## config.mk

```make
export PLATFORM = sky130hd
export DESIGN_NAME = flash_security_protection
export DESIGN_NICKNAME = d
export VERILOG_FILES = /design/src/shared/flash_sec_pkg.sv /design/src/flash_security_protection.sv
export SDC_FILE = /design/constraint.sdc
export NUM_CORES = 1
export LEC_CHECK = 0
export BUFFER_PORTS_ARGS = -buffer_cell sky130_fd_sc_hd__buf_2
export CAP_MARGIN = 20
export CORE_ASPECT_RATIO = 2
export CORE_MARGIN = 4
export CORE_UTILIZATION = 54
export CTS_BUF_LIST = sky130_fd_sc_hd__clkbuf_4 sky130_fd_sc_hd__clkbuf_8
export CTS_CLUSTER_SIZE = 28
export DETAILED_ROUTE_END_ITERATION = 12
export MAX_ROUTING_LAYER = met4
export PLACE_DENSITY_LB_ADDON = 0.15
export SKIP_LAST_GASP = 1
export SYNTH_ARGS = -nofsm -noshare
export SYNTH_HDL_FRONTEND = slang
export SYNTH_SLANG_ARGS = --single-unit
```

## constraint.sdc

```tcl
create_clock -name clk_i -period 8.23 [get_ports clk_i]
set_input_delay 0.4115 -clock clk_i [delete_from_list [all_inputs] [get_ports clk_i]]
set_output_delay 0.4115 -clock clk_i [all_outputs]
set_load 0.03 [all_outputs]
```

## src/shared/flash_sec_pkg.sv

```systemverilog
// shared constants and carriers of the flash security and protection block
package flash_sec_pkg;
	// register byte offsets on the bus
	localparam logic [7:0] OFF_OPTION = 8'h00;
	localparam logic [7:0] OFF_CONFIG = 8'h04;
	localparam logic [7:0] OFF_PROTECT = 8'h08;
	localparam logic [7:0] OFF_STATUS = 8'h0C;
	// field positions
	localparam int BIT_KEY_EN = 7;
	localparam int BIT_NO_REDIR = 6;
	localparam int BIT_KEY_ACC = 5;
	localparam int BIT_CFG_ONE = 6;
	localparam int BIT_VIOL = 5;
	localparam int BIT_SECURE = 0;
	// lock state codes
	localparam logic [1:0] LOCK_UNSEC = 2'h2;
	// protect select encodings and region geometry
	localparam logic [5:0] PS_NONE = 6'h3F;
	localparam logic [5:0] PS_FULL_MAX = 6'h18;
	localparam logic [16:0] MEM_TOP = 17'h10000;
	localparam logic [16:0] PS_STEP = 17'h00600;
	// key window base address
	localparam logic [15:0] KEY_WIN_BASE = 16'hFFB0;
	localparam logic [31:0] RD_ZERO = 32'h00000000;

	// one write into the key window
	typedef struct packed {
		logic valid;
		logic from_debug;
		logic [2:0] index;
		logic [7:0] data;
	} key_wr_t;

	// one program or erase command to be checked
	typedef struct packed {
		logic valid;
		logic mass;
		logic [15:0] addr;
	} flash_cmd_t;
endpackage

```

## src/flash_security_protection.sv

```systemverilog
// flash option, security, key window and protection control
// Notes on behaviour
// - every reset copies the nonvolatile option byte into the read-only option register
// - key comparison cannot unlock while backdoor_key_enable is zero
// - key writes are taken only from secure firmware, never from debug
// - eight matching key bytes in ascending order unlock until next reset
// - vector_redirect_disable one disables redirection, zero enables it
// - only lock_state_code 1:0 means unsecured, all others secure
// - while secure, unsecured-source accesses to memory are blocked
// - key match or all-erased blank check sets lock_state_code to 1:0
// - key_write_access zero routes window writes to commands, one to key compare
// - reset loads the protection register from the nonvolatile protection byte
// - protection register always readable, writes only grow the region
// - program or erase into a protected area is refused and flagged
// - mass erase refused whenever any sector is protected
// - protect_select 0x3F none, 0x3E top 1.5K, lower codes grow downward
// - violation flag clears by writing one; offending command ignored
// - clearing key_write_access compares the key and unlocks on a match
//
// Implementation choices: the placing of the registers and the Wishbone interface to the registers.
`timescale 1ns/100ps
`default_nettype none
module flash_security_protection #(
	parameter int KEY_BYTES = 8,
	parameter int ADR_W = 8
) (
	input wire logic clk_i,
	input wire logic rst_i,
	input wire logic [ADR_W-1:0] adr_i,
	input wire logic [31:0] dat_i,
	input wire logic we_i,
	input wire logic [3:0] sel_i,
	input wire logic cyc_i,
	input wire logic stb_i,
	output logic [31:0] dat_o,
	output logic ack_o,
	input wire logic [7:0] nv_option_byte_i,
	input wire logic [7:0] nv_protection_byte_i,
	input wire logic [8*KEY_BYTES-1:0] nv_backdoor_key_i,
	input wire flash_sec_pkg::key_wr_t key_wr_i,
	input wire flash_sec_pkg::flash_cmd_t cmd_i,
	input wire logic blank_pass_i,
	input wire logic acc_req_i,
	input wire logic acc_secure_src_i,
	output logic acc_block_o,
	output logic cmd_start_o,
	output logic cmd_accept_o,
	output logic secure_o,
	output logic vector_redirect_en_o
);
	// the key buffer and the register decode serve only these sizes
	if (KEY_BYTES != 8 || ADR_W < 4) begin : param_check
		$error("key must be eight bytes and address at least four bits");
	end

	logic [7:0] opt_q;
	logic [1:0] lock_q;
	logic key_acc_q;
	logic cfg_one_q;
	logic [5:0] ps_q;
	logic viol_q;
	logic ack_q;
	logic [31:0] dat_q;
	logic [7:0] key_buf_q [KEY_BYTES];
	logic [3:0] key_cnt_q;

	// bus decode; writes act at the edge where the master sees ack
	// reads have no side effect, so only the write path is gated by ack
	wire logic req = cyc_i & stb_i;
	wire logic wr = req & we_i & ack_q & sel_i[0];
	wire logic [7:0] off = 8'(adr_i);
	wire logic hit_cfg = off == flash_sec_pkg::OFF_CONFIG;
	wire logic hit_prot = off == flash_sec_pkg::OFF_PROTECT;
	wire logic hit_stat = off == flash_sec_pkg::OFF_STATUS;
	wire logic wr_cfg = wr & hit_cfg;
	wire logic wr_prot = wr & hit_prot;
	wire logic wr_stat = wr & hit_stat;

	// security decode: only 1:0 is unsecured
	wire logic secure = lock_q != flash_sec_pkg::LOCK_UNSEC;
	wire logic key_en = opt_q[flash_sec_pkg::BIT_KEY_EN];

	// key window steering
	wire logic kw = key_wr_i.valid;
	wire logic kw_key = kw & key_acc_q;
	wire logic kw_take = kw_key & key_en & ~key_wr_i.from_debug;
	wire logic kw_order = key_wr_i.index == 3'(key_cnt_q);
	wire logic key_full = key_cnt_q == 4'(KEY_BYTES);

	// compare buffered bytes against the stored key, ascending order
	logic key_same;
	always_comb begin
		key_same = 1'b1;
		for (int i = 0; i < KEY_BYTES; i++) begin
			if (key_buf_q[i] != nv_backdoor_key_i[8*i +: 8]) begin
				key_same = 1'b0;
			end
		end
	end

	// key sequence ends when software clears key_write_access
	wire logic acc_fall = wr_cfg & key_acc_q & ~dat_i[flash_sec_pkg::BIT_KEY_ACC];
	wire logic key_match = acc_fall & key_en & key_full & key_same;
	wire logic unlock = key_match | blank_pass_i;

	// protected region: start address, code 0x3F protects nothing
	wire logic [16:0] ps_span = 17'(flash_sec_pkg::PS_NONE - ps_q) * flash_sec_pkg::PS_STEP;
	wire logic ps_full = ps_q <= flash_sec_pkg::PS_FULL_MAX;
	wire logic [16:0] ps_start = ps_full ? 17'h00000 : flash_sec_pkg::MEM_TOP - ps_span;
	wire logic any_prot = ps_q != flash_sec_pkg::PS_NONE;
	wire logic addr_prot = any_prot & ({1'b0, cmd_i.addr} >= ps_start);
	wire logic cmd_bad = cmd_i.mass ? any_prot : addr_prot;
	wire logic refuse = cmd_i.valid & cmd_bad;

	// protection writes accepted only when the region does not shrink
	wire logic [5:0] ps_new = dat_i[5:0];
	wire logic ps_grow = ps_new <= ps_q;

	// read mux; reserved and unmapped bits read zero
	logic [31:0] rdata;
	always_comb begin
		rdata = flash_sec_pkg::RD_ZERO;
		unique case (off)
			flash_sec_pkg::OFF_OPTION: rdata[7:0] = {opt_q[7:2], lock_q};
			flash_sec_pkg::OFF_CONFIG: begin
				rdata[flash_sec_pkg::BIT_CFG_ONE] = cfg_one_q;
				rdata[flash_sec_pkg::BIT_KEY_ACC] = key_acc_q;
			end
			flash_sec_pkg::OFF_PROTECT: rdata[5:0] = ps_q;
			flash_sec_pkg::OFF_STATUS: begin
				rdata[flash_sec_pkg::BIT_VIOL] = viol_q;
				rdata[flash_sec_pkg::BIT_SECURE] = secure;
			end
			default: rdata = flash_sec_pkg::RD_ZERO;
		endcase
	end

	// bus slave: ack one cycle after request, dropped the cycle after
	always_ff @(posedge clk_i) begin
		if (rst_i) begin
			ack_q <= 1'b0;
			dat_q <= flash_sec_pkg::RD_ZERO;
		end else begin
			ack_q <= req & ~ack_q;
			dat_q <= rdata;
		end
	end

	// option and lock state load at reset; only unlock alters lock
	always_ff @(posedge clk_i) begin
		if (rst_i) begin
			opt_q <= nv_option_byte_i;
			lock_q <= nv_option_byte_i[1:0];
		end else if (unlock) begin
			lock_q <= flash_sec_pkg::LOCK_UNSEC;
		end
	end

	// configuration bits
	always_ff @(posedge clk_i) begin
		if (rst_i) begin
			key_acc_q <= 1'b0;
			cfg_one_q <= 1'b0;
		end else if (wr_cfg) begin
			key_acc_q <= dat_i[flash_sec_pkg::BIT_KEY_ACC];
			cfg_one_q <= dat_i[flash_sec_pkg::BIT_CFG_ONE];
		end
	end

	// protection register: loaded at reset, then grow-only
	always_ff @(posedge clk_i) begin
		if (rst_i) begin
			ps_q <= nv_protection_byte_i[5:0];
		end else if (wr_prot & ps_grow) begin
			ps_q <= ps_new;
		end
	end

	// violation flag: a new violation wins over the clear
	// the offending command itself is dropped through cmd_accept_o
	always_ff @(posedge clk_i) begin
		if (rst_i) begin
			viol_q <= 1'b0;
		end else if (refuse) begin
			viol_q <= 1'b1;
		end else if (wr_stat & dat_i[flash_sec_pkg::BIT_VIOL]) begin
			viol_q <= 1'b0;
		end
	end

	// key capture; an out-of-order byte restarts the sequence
	always_ff @(posedge clk_i) begin
		if (rst_i || acc_fall) begin
			key_cnt_q <= 4'h0;
		end else if (kw_take && !key_full) begin
			key_cnt_q <= kw_order ? key_cnt_q + 4'h1 : 4'h0;
		end
	end

	// key byte storage, no reset needed since the count qualifies it
	always_ff @(posedge clk_i) begin
		if (kw_take && kw_order && !key_full) begin
			key_buf_q[key_wr_i.index] <= key_wr_i.data;
		end
	end

	// outputs
	assign dat_o = dat_q;
	assign ack_o = ack_q;
	assign secure_o = secure;
	assign acc_block_o = secure & acc_req_i & ~acc_secure_src_i;
	assign cmd_start_o = kw & ~key_acc_q;
	assign cmd_accept_o = cmd_i.valid & ~cmd_bad;
	assign vector_redirect_en_o = ~opt_q[flash_sec_pkg::BIT_NO_REDIR];
endmodule
`default_nettype wire

```

### Yosys cells after proc, flatten, opt, wreduce, memory -nomap -nowiden

Memories as Yosys holds them, arrays and structs flattened.
Index checks and enable logic that the tools add are counted.

* register bits: 56
* RAM bits: 64
* input bits: 163
* output and inout port bits: 38
* memories kept: 1

* add/subtract/negate cells: 3
* $mul: 1
* magnitude comparators: 3
* equal/unequal tests: 15
* multiplexer cells: 23
* bitwise logic cells: 33
* reductions and logical operators: 10

Memory list
* key_buf_q: depth 8, bits a word 8, read ports 8, clocked after memory_dff 0, wr ports 1, RTL line flash_security_protection.sv:64 `logic [7:0] key_buf_q [KEY_BYTES];`

Operators by type and width (count)
* $ne A8 B8 Y1: 8
* $and A1 B1 Y1: 24
* $ge A16 B17 Y1: 1
* $mul A17 B2 Y8 const B: 1
* $mux W17: 1
* $sub A17 B17 Y17 const A: 1
* $eq A8 B4 Y1 const B: 2
* $mux W1: 13
* $mux W6: 2
* $eq A8 B3 Y1 const B: 1
* $logic_not A8 Y1: 1
* $not A1 Y1: 8
* $pmux W4 S2: 1
* $sub A6 B6 Y7 const A: 1
* $le A6 B5 Y1 const B: 1
* $le A6 B6 Y1: 1
* $ne A6 B6 Y1 const B: 1
* $reduce_bool A2 Y1: 3
* $add A4 B1 Y4 const B: 1
* $eq A4 B4 Y1 const B: 1
* $mux W2: 2
* $mux W4: 1
* $pmux W1 S4: 1
* $eq A3 B3 Y1: 1
* other kinds (8): 10

### Logic depth before layout (Yosys ltp)

An unclocked memory read counts as a cell.

* word-level depth: 14
* depth in mapped cells: 17
* depth with buffers taken out: 16

### Least setup slack after synthesis

Ideal clock, no wire load.

* path kind: flip-flop to output port
* from: register ps_q[0]
* to: output cmd_accept_o
* data arrival time: 3.156 ns
* data required time: 7.819 ns
* path slack: 4.662 ns
* cell stages (with the launch flop): 15
* path through: edfxtp_1 > clkbuf_1 > inv_1 > ha_1 > inv_1 > fa_1 > xor2_1 > o2111a_1 > xnor2_1 > nand2_1 > ha_1 > a211oi_1 > a31oi_1 > o31ai_1 > o31a_1

* longest elaborated chain between the ends: 9

Ends and longest elaborated chain
* start, declared: RTL line flash_security_protection.sv:60 `logic [5:0] ps_q;`
* start signal, assigned: RTL line flash_security_protection.sv:173 `ps_q <= nv_protection_byte_i[5:0];`
* start signal, assigned: RTL line flash_security_protection.sv:175 `ps_q <= ps_new;`
* $sub A6 B6 Y7: RTL line flash_security_protection.sv:107 `wire logic [16:0] ps_span = 17'(flash_sec_pkg::PS_NONE - ps_q) * flash_sec_pkg::PS_STEP;`
* $mul A17 B2 Y8: RTL line flash_security_protection.sv:107
* $sub A17 B17 Y17: RTL line flash_security_protection.sv:109 `wire logic [16:0] ps_start = ps_full ? 17'h00000 : flash_sec_pkg::MEM_TOP - ps_span;`
* $mux W17: RTL line flash_security_protection.sv:109
* $ge A16 B17 Y1: RTL line flash_security_protection.sv:111 `wire logic addr_prot = any_prot & ({1'b0, cmd_i.addr} >= ps_start);`
* $and A1 B1 Y1: RTL line flash_security_protection.sv:111
* $mux W1 (*): RTL line flash_security_protection.sv:112 `wire logic cmd_bad = cmd_i.mass ? any_prot : addr_prot;`
* $not A1 Y1 (*): RTL line flash_security_protection.sv:213 `assign cmd_accept_o = cmd_i.valid & ~cmd_bad;`
* $and A1 B1 Y1 (*): RTL line flash_security_protection.sv:213
* end, declared: RTL line flash_security_protection.sv:47 `output logic cmd_accept_o,`

Every way passes the cells marked *; elsewhere a longest branch is shown, timed or not.

### Worst setup path in the final report

Same ends and word-level chain as after synthesis.

==> impl_metrics.csv <==
group,metric,value,unit
run_status,status,"finished, final reports clean",
synthesis,syn_inst,423,
timing,fin_setup_tns,0,ns
clock_network,clock_latency,0.37,ns
cells_and_area,multi_input_area,2200,um2
synthesis,syn_avg_cell_area,12.0,um2
synthesis,yosys.area.top_type,"edfxtp_1",
place,placement.cell_area,5810,um2
cells_and_area,antenna_cells,0,
timing,fin_skew,0.0131,ns
floorplanning,die_h,145,um
global_routing,antenna_found_initial,0,
pwr,p_leak,0.00252,uW
route,drc,0,
hold_path,min_path_cells,1,
critical_path,rr_endpoint,"viol_q$_SDFFE_PP0P_",
critical_path,cp.required,7.82,ns
global_routing,grt_usage,23.8,%
pwr,total_power,1030,uW
global_routing,grt_pass1_wl,19300,um
route,drtIter0Drc,135,
hold_path,min_to,"opt_q[3]$_DFFE_PP_",
timing,rsz0062_at_grt,"no",
synthesis,synth_area_leaders,"edfxtp_1 46%, xor2_1 8.0%, ha_1 6.7%",
clock_network,cts_tree,"done",
hold_path,holdCritPathClass,"input pin to flop",
route,viasPerCell,5.44,
floorplanning,die_area,11100,um2
cells_and_area,syn2layout_area_growth,19.0,%
critical_path,critPathKind,"flop to output port",
critical_path,crit_arrival,3.89,ns
clock_network,cts_buffers,9,
clock_network,cts_setup_buffers,0,
route,first_pass_iters,4,
clock_network,cts.repair.resized,0,
clock_network,htree_levels,3,
critical_path,rr_worst_depth,14,
place,hpwl,10700,um
job,max-cap-violations,0,
critical_path,r2r_slack,4.70,ns
cells_and_area,seq_area,2660,um2
floorplanning,rows,49,
place,post-place-cells,664,
place,port_buffers,146,
synthesis,synth-seq-area-share,52.6,%
critical_path,cp-end-kind,"output port",
timing,max_slew_margin,33.9,%
clock_network,clockBufferDepth,2,
synthesis,ys_warn_count,0,
synthesis,synth-edff-count,78,
cells_and_area,instances_no_fill,680,
synthesis,synth_xor_area_share,11.2,%
synthesis,synth-seq-cells,94,
timing,hold_viol,0,
synthesis,netlist_area,5060,um2
timing,fin_crit,4.30,ns
pwr,ir_drop,175,uV
route,vias,3697,
synthesis,synth_top_area_share,46.3,%
synthesis,yosysMostFrequentCell,"edfxtp_1",
timing,setup-violations-final,0,
timing,worst-slew-pin-transition,0.988,ns
synthesis,synth_top_family_by_area,"simple AND/OR/NAND/NOR gates",
pwr,p_per_area,170,nW/um2
timing,final_max_slew_viol_count,0,
critical_path,rr_startpoint,"ps_q[0]$_DFFE_PP_",
synthesis,muxShareOfSynthArea,3.34,%
critical_path,startpoint_type,"flop",
synthesis,synth_cell_types,60,
synthesis,ys.flop_type,"edfxtp_1",
clock_network,hold_buffers,0,
global_routing,grt_max_degree,23,
synthesis,synth_compound_area_share,7.32,%
timing,fin_crit_sh,52.2,%
hold_path,min_from,"nv_option_byte_i[3]",
route,routed_wl,12800,um
clock_network,clk_pin_slew,0.10,ns
place,gp_congestion,0.917,
synthesis,asyncSetResetFlopFracSynth,0,%
cells_and_area,finalNetCount,764,
route,final_antenna_net_count,0,
synthesis,netlist_top_cells_count,"78 x edfxtp_1, 46 x xor2_1, 28 x nor2_1, 27 x ha_1, 25 x inv_1",
cells_and_area,design_area,6020,um2
synthesis,yosys.area_share.simple,12.5,%
timing,fmax,0.233,GHz
route,wl_per_cell,18.8,um
global_routing,grt_pass1_vias,3935,
clock_network,clock_sinks,94,
cells_and_area,postLayoutCoreUtil,66.4,%
critical_path,cp_max_fo,8,
synthesis,synthAdderAreaFrac,7.07,%
floorplanning,initial_utilization,55.8,%
floorplanning,ios,201,
global_routing,gr-total-overflow,0,
clock_network,cts-root-buf,"clkbuf_8",
cells_and_area,filler_cell_count,708,
cells_and_area,final_layout_size_suffix_gt1_share,30.8,%
floorplanning,die_w,76.5,um
floorplanning,core-area,9070,um2
-- worst max-delay path, stage by stage, from the launching register on --
cell,delay (ns)
edfxtp_1,0.58
inv_1,0.15
ha_1,0.19
inv_1,0.06
fa_1,0.40
xor2_1,0.26
o2111a_1,0.34
xnor2_1,0.14
nand2_1,0.10
ha_1,0.33
a211oi_1,0.23
a31oi_1,0.13
o31ai_1,0.25
o31a_1,0.18
buf_2,0.19
-- logic make-up after synthesis --
logic type	count (synthesis)
and+or+nand+nor	116
adders and majority gates	28
AOI/OAI and AO/OA	49
buffers and inverters	55
DFF	94
xor gates and xnor gates	65
other	1
muxes	15
-- through the flow --
step | hold slack, ns | setup slack (ns)
3_3_place_gp | 0.418 | 4.32
5_1_grt | 0.193 | 3.64
4_1_cts | 0.192 | 3.79
6_report | 0.212 | 3.93
3_5_place_dp | 0.430 | 4.21
2_1_floorplan | 0.453 | 4.66
-- power by group --
| part | leakage (uW) | total, uW | internal (uW) | switching, uW |
|---|---|---|---|---|
| registers | 0.000842 | 532 | 522 | 9.44 |
| clock network | 0.000104 | 303 | 122 | 181 |
| logic | 0.00158 | 192 | 85.2 | 107 |
| total | 0.00252 | 1030 | 729 | 298 |
-- sequential cells by signal, indices dropped and copies added, names as in the netlist, 2 cells and up --
signal,count
lock_q,2
dat_o,8
opt_q,6
key_buf_q,64
ps_q,6
key_cnt_q,4
-- how the worst max path moves through the flow --
| stage | startpoint | endpoint | cells past startpoint |
|---|---|---|---|
| finish | ps_q[0]$_DFFE_PP_ | cmd_accept_o | 14 |
| global route | ps_q[0]$_DFFE_PP_ | cmd_accept_o | 16 |
| CTS | ps_q[0]$_DFFE_PP_ | cmd_accept_o | 14 |
| detailed placement | ps_q[0]$_DFFE_PP_ | cmd_accept_o | 14 |
| global placement | ps_q[0]$_DFFE_PP_ | cmd_accept_o | 14 |
| floorplan | ps_q[0]$_DFFE_PP_ | cmd_accept_o | 14 |
-- layout make-up --
cell class | instances | share of cell area (%)
Clock buffer | 9 | 2.06
Clock inverter | 7 | 1.43
Inverter | 25 | 1.56
Multi-Input combinational cell | 297 | 36.5
Sequential cell | 94 | 44.2
Tap cell | 102 | 2.12
Timing Repair Buffer | 146 | 12.1
-- layer usage --
metal  GRT usage [%]  vias up  wire length (um)
met5               -        -                 0
met4            8.53        0               348
met3            4.40       14               669
met2            49.2      121              7890
met1            19.8     1755              3870
li1                -     1807                 -
-- placed cells by master (no fill, tap or decap), drive strengths merged, types with 7 or more instances in the layout --
master and n:
mux2i 9, clkbuf 9, inv 27, edfxtp 78
nor4 17, nor2 28, conb 24, dfxtp 16
ha 27, buf 146, nand4 10, nor2b 7
nand2 13, xor2 46, xnor2 19, nor3 8
Power figures use the tool's default switching activity.
